<file path="config.mk">
export PLATFORM = sky130hd
export DESIGN_NAME = ldsc_top
export DESIGN_NICKNAME = d
export VERILOG_FILES = /design/src/ldsc_pkg.sv /design/src/ldsc_top.sv /design/src/ldsc_chan.sv
export SDC_FILE = /design/constraint.sdc
export NUM_CORES = 1
export LEC_CHECK = 0
export BUFFER_PORTS_ARGS = -buffer_cell sky130_fd_sc_hd__buf_4
export CAP_MARGIN = 25
export CELL_PAD_IN_SITES_DETAIL_PLACEMENT = 0
export CELL_PAD_IN_SITES_GLOBAL_PLACEMENT = 2
export CORE_ASPECT_RATIO = 0.5
export CORE_MARGIN = 5
export CORE_UTILIZATION = 33
export CTS_CLUSTER_SIZE = 12
export DETAILED_ROUTE_END_ITERATION = 10
export PLACE_DENSITY = 0.85
export SYNTH_ARGS = -nofsm -noshare
export SYNTH_HDL_FRONTEND = slang
export SYNTH_SLANG_ARGS = --single-unit
</file>
<file path="constraint.sdc">
create_clock -name mclk_i -period 2.53 [get_ports mclk_i]
set_clock_uncertainty 0.1 [all_clocks]
set_input_delay 0.1265 -clock mclk_i [delete_from_list [all_inputs] [get_ports mclk_i]]
set_output_delay 0.1265 -clock mclk_i [all_outputs]
set_load 0.1 [all_outputs]
</file>
<file path="src/ldsc_pkg.sv">
package ldsc_pkg;

  // ==========================================================
  // Clock and timing
  localparam int CLK_PERIOD_NS = 10;
  localparam int WD_TICK_NS = 1000;
  // Watchdog tick period in system clocks, rounded down
  localparam int WD_TICK_CYC_INT = WD_TICK_NS / CLK_PERIOD_NS;
  localparam logic [6:0] WD_TICK_LAST = 7'(WD_TICK_CYC_INT - 1);
  localparam logic [15:0] WD_CNT_MAX = 16'hffff;
  localparam logic [15:0] WD_TIMEOUT_OFF = 16'h0000;

  // ==========================================================
  // Serial frame layout
  localparam logic [4:0] FRAME_BITS = 5'h10;
  localparam logic [4:0] FRAME_BIT_NONE = 5'h00;
  localparam int CODE_W = 10;
  localparam int FRM_WR_BIT = 15;
  localparam int FRM_ADDR_HI = 14;
  localparam int FRM_ADDR_LO = 12;
  localparam int FRM_DATA_HI = 9;
  localparam int FRM_MSB = 15;

  // ==========================================================
  // Register addresses: bit 0 picks the channel, bits 2:1 the kind
  localparam logic [1:0] KIND_CUR = 2'h0;
  localparam logic [1:0] KIND_PWM = 2'h1;
  localparam logic [1:0] KIND_FB_CUR = 2'h2;
  localparam logic [1:0] KIND_FB_PWM = 2'h3;
  localparam logic [2:0] ADDR_CUR_CH0 = 3'h0;
  localparam logic [9:0] CODE_RST = 10'h000;

  // ==========================================================
  // Status word and thermal limits
  localparam logic [6:0] STAT_PAD = 7'h00;
  localparam logic [7:0] SHUT_ON_C = 8'haf;   // 175 degC
  localparam logic [7:0] SHUT_HYS_C = 8'h10;  // 16 degC
  localparam logic [7:0] SHUT_OFF_C = SHUT_ON_C - SHUT_HYS_C;

  // ==========================================================
  // Supervisory modes
  typedef enum logic [1:0] {
    MODE_STARTUP = 2'b00,
    MODE_NORMAL = 2'b01,
    MODE_STANDALONE = 2'b10,
    MODE_FALLBACK = 2'b11
  } ldsc_mode_e;

endpackage

</file>
<file path="src/ldsc_top.sv">
// Function
// - Current reference from written 10-bit code
// - Internal PWM duty from 10-bit code
// - Dimming input gates LED current
// - Each fault sets its own status bit
// - Overtemperature at 175 degC switches both LED outputs off
// - Watchdog supervises start-up and normal traffic
// - Start-up failure enters stand-alone mode
// - Stand-alone disables SPI, uses pin inputs
// - Normal-operation failure enters fallback mode
// - Fallback runs from host-loaded fallback registers
// - Release data output when select rises
// - Data out after falling clock; low drives
// - Select fall starts driving first bit
module ldsc_top
(
  input wire logic mclk_i,
  input wire logic rst_i,
  input wire logic select_n_i,
  input wire logic sclk_i,
  input wire logic mosi_i,
  output logic miso_o,
  output logic miso_oe_n_o,
  input wire logic [1:0] dimming_enable_input_i,
  input wire logic [9:0] fallback_current_set_input_i,
  input wire logic [1:0] pwm_gen_en_i,
  input wire logic [5:0] fault_i,
  input wire logic [7:0] junction_temp_i,
  input wire logic wd_en_i,
  input wire logic [15:0] wd_timeout_i,
  output logic [1:0][9:0] current_reference_code_o,
  output logic [1:0] led_on_o,
  output logic [5:0] fault_status_o,
  output logic overtemp_shutdown_o,
  output logic fallback_mode_o,
  output logic standalone_o
);

  // ==========================================================
  // State
  typedef struct packed {
    logic [2:0] sel_s;
    logic [2:0] sck_s;
    logic [1:0] mosi_s;
    logic active;
    logic [4:0] bit_cnt;
    logic [15:0] rx;
    logic [15:0] tx;
    logic oe_n;
    logic [1:0][9:0] cur_ref;
    logic [1:0][9:0] pwm;
    logic [1:0][9:0] fb_cur_ref;
    logic [1:0][9:0] fb_pwm;
    logic [5:0] flt;
    logic hot_stop;
    ldsc_pkg::ldsc_mode_e mode;
    logic [6:0] pre;
    logic [15:0] wd_cnt;
  } ldsc_top_s;

  ldsc_top_s s_r;
  ldsc_top_s s_nxt;
  logic sel_fall;
  logic sel_rise;
  logic sck_rise;
  logic sck_fall;
  logic frame_ok;
  logic wd_fail;
  logic tick;
  logic [15:0] resp;
  logic [2:0] wr_addr;

  // ==========================================================
  // Edge detection on the synchronised pins
  assign sel_fall = s_r.sel_s[2] & ~s_r.sel_s[1];
  assign sel_rise = ~s_r.sel_s[2] & s_r.sel_s[1];
  assign sck_rise = ~s_r.sck_s[2] & s_r.sck_s[1];
  assign sck_fall = s_r.sck_s[2] & ~s_r.sck_s[1];
  assign tick = (s_r.pre == ldsc_pkg::WD_TICK_LAST);
  assign wr_addr = s_r.rx[ldsc_pkg::FRM_ADDR_HI:ldsc_pkg::FRM_ADDR_LO];
  // Frame counts only if at least sixteen clocks came before select rose
  assign frame_ok = sel_rise & s_r.active &
                    (s_r.bit_cnt == ldsc_pkg::FRAME_BITS);
  // A zero timeout means the watchdog never fires
  assign wd_fail = wd_en_i & (wd_timeout_i != ldsc_pkg::WD_TIMEOUT_OFF) &
                   (s_r.wd_cnt >= wd_timeout_i);
  // Reply word: mode, shutdown, padding, fault flags
  assign resp = {s_r.mode, s_r.hot_stop, ldsc_pkg::STAT_PAD, s_r.flt};

  // ==========================================================
  // Next-state logic
  always_comb
  begin
    s_nxt = s_r;
    s_nxt.sel_s = {s_r.sel_s[1:0], select_n_i};
    s_nxt.sck_s = {s_r.sck_s[1:0], sclk_i};
    s_nxt.mosi_s = {s_r.mosi_s[0], mosi_i};
    // Serial engine; stand-alone mode ignores the port entirely
    if (sel_fall && s_r.mode != ldsc_pkg::MODE_STANDALONE)
    begin
      s_nxt.active = 1'b1;
      s_nxt.bit_cnt = ldsc_pkg::FRAME_BIT_NONE;
      s_nxt.tx = resp;
      s_nxt.oe_n = resp[ldsc_pkg::FRM_MSB];
    end
    else if (s_r.active && !s_r.sel_s[1])
    begin
      if (sck_rise && s_r.bit_cnt != ldsc_pkg::FRAME_BITS)
      begin
        s_nxt.rx = {s_r.rx[14:0], s_r.mosi_s[1]};
        s_nxt.bit_cnt = s_r.bit_cnt + 5'h01;
      end
      // Ones shifted in keep the line released after the last bit
      if (sck_fall && s_r.bit_cnt != ldsc_pkg::FRAME_BIT_NONE)
      begin
        s_nxt.tx = {s_r.tx[14:0], 1'b1};
        s_nxt.oe_n = s_r.tx[ldsc_pkg::FRM_MSB - 1];
      end
    end
    if (sel_rise)
    begin
      s_nxt.active = 1'b0;
      s_nxt.oe_n = 1'b1;
    end
    // Writes land only after a complete frame
    if (frame_ok && s_r.rx[ldsc_pkg::FRM_WR_BIT])
    begin
      case (wr_addr[2:1])
        ldsc_pkg::KIND_CUR:
          s_nxt.cur_ref[wr_addr[0]] = s_r.rx[ldsc_pkg::FRM_DATA_HI:0];
        ldsc_pkg::KIND_PWM:
          s_nxt.pwm[wr_addr[0]] = s_r.rx[ldsc_pkg::FRM_DATA_HI:0];
        ldsc_pkg::KIND_FB_CUR:
          s_nxt.fb_cur_ref[wr_addr[0]] =
            s_r.rx[ldsc_pkg::FRM_DATA_HI:0];
        ldsc_pkg::KIND_FB_PWM:
          s_nxt.fb_pwm[wr_addr[0]] = s_r.rx[ldsc_pkg::FRM_DATA_HI:0];
        default:
          s_nxt.cur_ref = s_r.cur_ref;
      endcase
    end
    // Sticky faults: a valid frame clears them, a new fault wins
    s_nxt.flt = (frame_ok ? 6'h00 : s_r.flt) | fault_i;
    // Thermal shutdown with hysteresis
    if (junction_temp_i >= ldsc_pkg::SHUT_ON_C)
      s_nxt.hot_stop = 1'b1;
    else if (junction_temp_i < ldsc_pkg::SHUT_OFF_C)
      s_nxt.hot_stop = 1'b0;
    // Watchdog prescaler and restartable interval counter
    s_nxt.pre = tick ? 7'h00 : s_r.pre + 7'h01;
    if (frame_ok)
      s_nxt.wd_cnt = 16'h0000;
    else if (tick && s_r.wd_cnt != ldsc_pkg::WD_CNT_MAX)
      s_nxt.wd_cnt = s_r.wd_cnt + 16'h0001;
    // Mode walk; the failure modes are left only through reset
    case (s_r.mode)
      ldsc_pkg::MODE_STARTUP:
        if (frame_ok)
          s_nxt.mode = ldsc_pkg::MODE_NORMAL;
        else if (wd_fail)
          s_nxt.mode = ldsc_pkg::MODE_STANDALONE;
      ldsc_pkg::MODE_NORMAL:
        if (wd_fail && !frame_ok)
          s_nxt.mode = ldsc_pkg::MODE_FALLBACK;
      ldsc_pkg::MODE_STANDALONE:
        s_nxt.mode = ldsc_pkg::MODE_STANDALONE;
      ldsc_pkg::MODE_FALLBACK:
        s_nxt.mode = ldsc_pkg::MODE_FALLBACK;
      default:
        s_nxt.mode = ldsc_pkg::MODE_STARTUP;
    endcase
    // A trip in mid-frame must not leave the line pulled low
    if (s_nxt.mode == ldsc_pkg::MODE_STANDALONE)
    begin
      s_nxt.active = 1'b0;
      s_nxt.oe_n = 1'b1;
    end
  end

  always_ff @(posedge mclk_i)
  begin
    if (rst_i)
    begin
      s_r <= '0;
      s_r.oe_n <= 1'b1;
      s_r.sel_s <= 3'h7;
    end
    else
      s_r <= s_nxt;
  end

  // ==========================================================
  // Channels: source of code and duty depends on the mode
  for (genvar ch = 0; ch < 2; ch++)
  begin : g_ch
    logic [9:0] code;
    logic [9:0] duty;
    logic pwm_on;
    always_comb
    begin
      code = s_r.cur_ref[ch];
      duty = s_r.pwm[ch];
      pwm_on = pwm_gen_en_i[ch];
      if (s_r.mode == ldsc_pkg::MODE_STANDALONE)
      begin
        code = fallback_current_set_input_i;
        pwm_on = 1'b0;
      end
      else if (s_r.mode == ldsc_pkg::MODE_FALLBACK)
      begin
        code = s_r.fb_cur_ref[ch];
        duty = s_r.fb_pwm[ch];
        pwm_on = 1'b1;
      end
    end
    ldsc_chan u_chan
    (
      .mclk_i(mclk_i),
      .rst_i(rst_i),
      .code_i(code),
      .duty_i(duty),
      .pwm_on_i(pwm_on),
      .dim_en_i(dimming_enable_input_i[ch]),
      .stop_i(s_r.hot_stop),
      .current_ref_o(current_reference_code_o[ch]),
      .led_on_o(led_on_o[ch])
    );
  end

  // Open-drain data line: only the enable moves
  assign miso_o = 1'b0;
  assign miso_oe_n_o = s_r.oe_n;
  assign fault_status_o = s_r.flt;
  assign overtemp_shutdown_o = s_r.hot_stop;
  assign fallback_mode_o = (s_r.mode == ldsc_pkg::MODE_FALLBACK);
  assign standalone_o = (s_r.mode == ldsc_pkg::MODE_STANDALONE);
endmodule

</file>
<file path="src/ldsc_chan.sv">
module ldsc_chan
(
  input wire logic mclk_i,
  input wire logic rst_i,
  input wire logic [9:0] code_i,
  input wire logic [9:0] duty_i,
  input wire logic pwm_on_i,
  input wire logic dim_en_i,
  input wire logic stop_i,
  output logic [9:0] current_ref_o,
  output logic led_on_o
);

  // ==========================================================
  // State
  typedef struct packed {
    logic [1:0] dim_s;
    logic [9:0] cnt;
    logic [9:0] ref_code;
    logic on;
  } ldsc_chan_s;

  ldsc_chan_s s_r;
  ldsc_chan_s s_nxt;

  // Counter compare gives duty/1024; duty code 0 keeps the LED dark while PWM is on
  always_comb
  begin
    s_nxt = s_r;
    s_nxt.dim_s = {s_r.dim_s[0], dim_en_i};
    s_nxt.cnt = s_r.cnt + 10'h001;
    s_nxt.ref_code = code_i;
    s_nxt.on = s_r.dim_s[1] & ~stop_i &
               (~pwm_on_i | (s_r.cnt < duty_i));
  end

  always_ff @(posedge mclk_i)
  begin
    if (rst_i)
      s_r <= '0;
    else
      s_r <= s_nxt;
  end

  assign current_ref_o = s_r.ref_code;
  assign led_on_o = s_r.on;
endmodule

</file>
## Word-level counts from Yosys, hierarchy flattened

Index checks and enable logic that the tools add are counted.

- Register bits after elaboration: 204
- Input bits: 50
- Output and inout port bits: 33
- Logic and storage cells: 134

- Reductions and logical operators: 29
- Eq/ne operators: 12
- Add/sub/neg operators: 5
- Multiplexer cells: 28
- Bitwise gates (word level): 23
- $lt $le $gt $ge: 7

Operator list:

| cell | count |
|---|---|
| $mux 10 | 9 |
| $bwmux 20 | 4 |
| $mux 16 | 3 |
| $add 10x1->10 const B | 2 |
| $lt 10x10->1 | 2 |
| $add 16x1->16 const B | 1 |
| $ge 16x16->1 | 1 |
| $ne 16x16->1 const B | 1 |
| $reduce_bool 16->1 | 1 |
| $reduce_and 2->1 | 7 |
| $and 1x1->1 | 12 |
| $demux 10 s1 | 1 |
| $eq 2x2->1 const B | 5 |
| $ge 8x8->1 const B | 1 |
| $logic_and 1x1->1 | 8 |
| $lt 8x8->1 const B | 1 |
| $not 1->1 | 8 |
| $pmux 2 s4 | 1 |
| $add 7x1->7 const B | 1 |
| $eq 7x7->1 const B | 1 |
| $mux 1 | 6 |
| $mux 2 | 3 |
| $mux 6 | 1 |
| $or 6x6->6 | 1 |
| 15 further kinds | 23 |

## Logic depth before layout (Yosys ltp)

- Depth after elaboration: 10
- Depth in mapped cells: 11
- Mapped depth without buffers: 8

## Modules after synthesis

Synthesis repeated with hierarchy kept, for this count alone.

- Cell total of the unflattened synthesis: 1024
- Area total of the unflattened synthesis: 9191.3 µm²

By module, submodules not included:

| module | cells each | area an instance (µm²) | instances | sequential area each (µm²) |
|---|---|---|---|---|
| ldsc_top | 804 | 7116.8 | 1 | 3163.0 |
| ldsc_chan | 110 | 1037.2 | 2 | 460.4 |

## Least setup slack after synthesis

OpenSTA, ideal clock, no wires.

- Path kind: register to register
- Start point: register s_r, in the netlist resp[15]
- End point: register s_r[143] in the netlist's numbering
- Path buffers: 4
- Clock period less this slack: 2450 ps
- Required time: 2360 ps
- Cell stages (with the launch flop): 10
- Setup slack: 80 ps
- Library setup time: 70 ps
- Data arrival time: 2280 ps
- Cells stage by stage: dfxtp_1 -> buf_2 -> nor2b_2 -> or2_2 -> buf_2 -> and2_1 -> buf_4 -> buf_6 -> nand2_1 -> a21oi_1

- Cells in the longest elaborated chain, start to end: 4

Ends and longest elaborated chain:

| item | RTL line | RTL |
|---|---|---|
| start, declared | ldsc_top.sv:61 | `ldsc_top_s s_r;` |
| start signal, assigned | ldsc_top.sv:189 | `s_r <= s_nxt;` |
| $ne 2x2->1 | ldsc_top.sv:99 | `if (sel_fall && s_r.mode != ldsc_pkg::MODE_STANDALONE)` |
| $logic_and 1x1->1 | ldsc_top.sv:99 |  |
| $not 1->1 (no line) | - |  |
| $reduce_and 3->1 (no line) | - |  |

Every way passes these cells.
A chain may end at the register's enable or synchronous reset.

## Final worst setup path

- Start point: register s_r[145] in the netlist's numbering
- End point: register s_r, in the netlist fault_status_o[3]

- Cells in the longest elaborated chain, start to end: 4

Ends and longest elaborated chain:

| item | RTL line | RTL |
|---|---|---|
| $eq 5x5->1 | ldsc_top.sv:83 | `(s_r.bit_cnt == ldsc_pkg::FRAME_BITS);` |
| $and 1x1->1 | ldsc_top.sv:82 | `assign frame_ok = sel_rise & s_r.active &` |
| $mux 6 | ldsc_top.sv:143 | `s_nxt.flt = (frame_ok ? 6'h00 : s_r.flt) \| fault_i;` |
| $or 6x6->6 | ldsc_top.sv:143 |  |

Every way passes these cells.

==> out/results.md <==
| Stage | Parameter | Reported |
|:---|:---|:---|
| run status | Status | complete, no violations |
| synthesis | Main combinational cell family by area after synthesis | simple AND/OR/NAND/NOR gates |
| synthesis | Average cell area after synthesis | 8.57 µm² |
| drt | Pre-Repair DR Iteration Count | 4 |
| drt | Via count normalized by instance count | 4.77 |
| setup path | Slowest cell on the critical path | dlygate4sd3_1 |
| cells and area | Share of layout cells above drive strength 1 | 12.9% |
| floorplan | Row count | 43 |
| synthesis | Register bit total from synthesis | 204 |
| clock network | Number of gates resized after cts | 0 |
| setup path | Kind of cell adding the most delay to the critical path | buffers and inverters |
| sta | Post-Route Setup TNS | 0 ns |
| place | Final Wtd Congestion | 0.813 |
| global route | Pin count of the biggest net entering global routing | 114 |
| clock network | CTS sink count | 204 |
| cells and area | Finished Cell Area | 10800 µm² |
| clock network | Clock transition time at the flip-flop clock pins of the worst setup and hold paths | 0.06 ns |
| floorplan | Die width | 245 µm |
| sta | Minimum hold slack | 0.0260 ns |
| clock network | Buffer levels on the longest clock path | 3 |
| synthesis | XOR/XNOR Fraction of Synth Area | 3.65% |
| drt | Mean routed wirelength per cell | 14.9 µm |
| setup path | Worst path buffer plus inverter count | 3 |
| cells and area | Final cell utilization of the core | 39.3% |
| sta | Setup violators final | 0 |
| power | PwrDens | 638 nW/µm² |
| global route | Vias in the first global route | 7116 |
| power | Final Total Pwr | 6.89 mW |
| clock network | Count of buffers added by post-CTS timing repair for setup | 0 |
| clock network | Clock insertion delay at the later pin of the skew report | 0.51 ns |
| setup path | Maximum fanout encountered on the critical timing path | 9 |
| synthesis | Compound-Gate Fraction of Synth Area | 13.0% |
| setup path | Crit Path Class | flop to flop |
| drt | DR iter-0 viols | 448 |
| setup path | CP cell instances | inv_1, ha_1, and4bb_4, nand3_2, buf_4, a21oi_1, nor2_1, dlygate4sd3_1 |
| synthesis | Number of flops mapped to enable cells by yosys | 0 |
| floorplan | Die Ht | 128 µm |
| synthesis | Fraction of synthesized area in multiplexers | 5.29% |
| synthesis | Distinct cell type count after synthesis | 58 |
| cells and area | Synthesis-to-finish area growth | 18.4% |
| synthesis | Cells after synthesis | 1065 |
| power | Leakage | 4.31 nW |
| global route | Overall track demand over capacity in global routing | 14.4% |
| sta | Hold violation total from the final report | 0 |
| drt | WL final | 22500 µm |
| clock network | Total clock buffers created by CTS | 22 |
| synthesis | Most instantiated flip-flop cell in the synthesis netlist | dfxtp_1 |
| place | Number of instances in the placed design | 1449 |
| sta | Min Tclk post-route | 2.33 ns |
| drt | Vias | 7209 |
| synthesis | Number of warnings printed during yosys synthesis | 0 |
| place | Placement-stage cell area | 9830 µm² |
| setup path | Arrival time of the worst setup path | 2.61 ns |
| floorplan | Initial core utilization | 33.2% |
| clock network | Htree depth | 1 |
| setup path | CP required | 2.81 ns |
| synthesis | Fraction of post-synthesis cell area in the top cell type by area | 44.8% |
| synthesis | Share of synthesized flip-flops with an asynchronous set or reset | 0% |
| global route | Global-route wire length before repair | 37500 µm |
| floorplan | I/O pin count | 83 |
| cells and area | Antenna diode count | 0 |
| sta | Setup repair after global routing missed its margin | false |
| synthesis | Synth top area cells | dfxtp_1 (45%), nand2_1 (7.7%), a21oi_1 (6.9%) |
| cells and area | Filler-free cell count of the finished design | 1510 |
| sta | Transition time of the tightest slew-check pin | 0.604 ns |
| place | Placement Setup Slack | 0.227 ns |
| sta | Pins over their slew limit | 0 |
| drt | Post-detailed-route count of antenna-violating nets | 0 |
| floorplan | Core Box Area | 27500 µm² |
| min path | Class of the tightest hold or removal check | input pin to flop |
| synthesis | Post-Synthesis Net Count | 1155 |
| synthesis | Simple-gate share of the synthesized area | 21.0% |
| setup path | Element type at the critical path start | flop |
| clock network | CTS tree | done |
| setup path | Largest stage delay, worst path | 0.57 ns |
| sta | Slew Limit Headroom | 59.7% |
| global route | Number of antenna violations at the first check in global routing | 0 |
| flow run | Number of maximum-capacitance violations | 0 |
| global route | Remaining global-route overflow | 0 |
| place | Buffers added on ports | 81 |
| floorplan | Die area | 31300 µm² |
| synthesis | Area of the mapped netlist | 9130 µm² |
| clock network | Clock root buffer master | clkbuf_16 |
| synthesis | Fraction of the yosys area taken by sequential cells | 44.8% |
| synthesis | Yosys top cell by area | dfxtp_1 |
| sta | Achievable Freq | 429 MHz |
| clock network | CTS Hold Bufs | 26 |
| setup path | CP endpoint kind | flop |
| drt | DR DRC count | 0 |
| sta | Share of the clock period used by the worst path | 92.1% |
| synthesis | Fraction of the mapped netlist area in adder cells | 5.48% |
| power | Worst IR Drop VDD | 0.354 mV |
| sta | Post-layout worst setup margin | 0.200 ns |
| place | Dpl hpwl | 15000 µm |
| cells and area | Total number of nets in the final design | 1207 |
## tightest hold or removal path, delay by kind of cell
| family | cells | cell delay [ns] |
|---|---|---|
| buffers and inverters | 1 | 0.10 |
| AND/OR/NAND/NOR | 1 | 0.14 |
| AO/OA/AOI/OAI | 2 | 0.20 |
## cell usage in the layout, fill, tap and decap left out, types with 3 or more instances in the layout
cell and instances:
nor3_1 6, nand2_1 188, nor4_1 4, buf_4 92, nor2b_1 24, inv_1 30, nand2b_1 7, a21o_1 4
clkbuf_1 5, nand4_1 9, xnor2_1 21, o2111a_1 4, ha_1 40, mux2i_1 43, clkbuf_16 23, a211oi_1 37
or2_2 4, nor2_1 106, dfxtp_1 203, or3_1 4, o21ai_0 6, clkbuf_8 4, xor2_1 17, dlygate4sd3_1 26
a21oi_1 126, nand3_1 25, and3_1 17, and2_1 3, nor3b_1 3, and4_1 3, o21a_1 6
## layout make-up
| type | instances | area, µm² |
|---|---|---|
| clock buffers | 32 | 649 |
| clock inverters | 3 | 65.1 |
| fillers | 2757 | 16700 |
| inverters | 30 | 113 |
| multi-input cells | 739 | 4420 |
| flip-flops and latches | 204 | 4090 |
| well taps | 382 | 478 |
| repair buffers | 120 | 991 |
## kinds of logic (layout without fill, tap and decap cells)
group           count (synthesis)  after routing
mux                            47             47
compound gates                196            196
simple gates                  417            417
other cells                     1              1
flops                         204            204
buf+inv                       122            185
xor+xnor                       38             38
fa+ha+maj                      40             40
## registers in the layout, indices dropped and copies added, names as in the netlist
signal                     cells
overtemp_shutdown_o            1
g_ch.u_chan.s_nxt              2
fault_status_o                 6
g_ch.u_chan.current_ref_o     20
g_ch.u_chan.s_r               22
g_ch.u_chan.led_on_o           2
s_r                          143
miso_oe_n_o                    1
s_nxt                          5
resp                           2
## per-layer routing
layer / up-vias / share of wire, % / global-route usage [%]
li1: 3679 / - / -
met5: - / 0 / 0
met2: 139 / 46 / 24.1
met3: 26 / 4.3 / 2.78
met4: 0 / 1.5 / 2.64
met1: 3365 / 48 / 19.8
## where the power goes
| group | total [mW] | internal (mW) | switching (mW) |
|---|---|---|---|
| registers | 3.28 | 3.25 | 0.0274 |
| logic | 0.384 | 0.161 | 0.223 |
| clock network | 3.23 | 1.97 | 1.26 |
## path summary, 6_finish.rpt
path / start / to / slack [ns] / depth (start not counted)
max: s_r[145] / fault_status_o[3] / 0.20 / 8
min: fallback_current_set_input_i[7] / g_ch[1].u_chan.current_ref_o[7] / 0.03 / 4
max reg2reg: s_r[145] / fault_status_o[3] / 0.20 / 8
min reg2reg: s_nxt[157] / s_nxt[158] / 0.31 / 1
## Yosys cell counts (6+ instances only)
cell type  instances
dfxtp_1          204
nand2_1          188
a21oi_1          126
nor2_1           106
mux2i_1           43
ha_1              40
a211oi_1          37
clkbuf_1          35
buf_4             32
inv_1             30
nand3_1           25
nor2b_1           24
xnor2_1           21
buf_2             20
and3_1            17
xor2_1            17
nand4_1            9
nand2b_1           7
nor3_1             6
o21a_1             6
o21ai_0            6
Note: power is estimated with default switching activity, not from simulation.
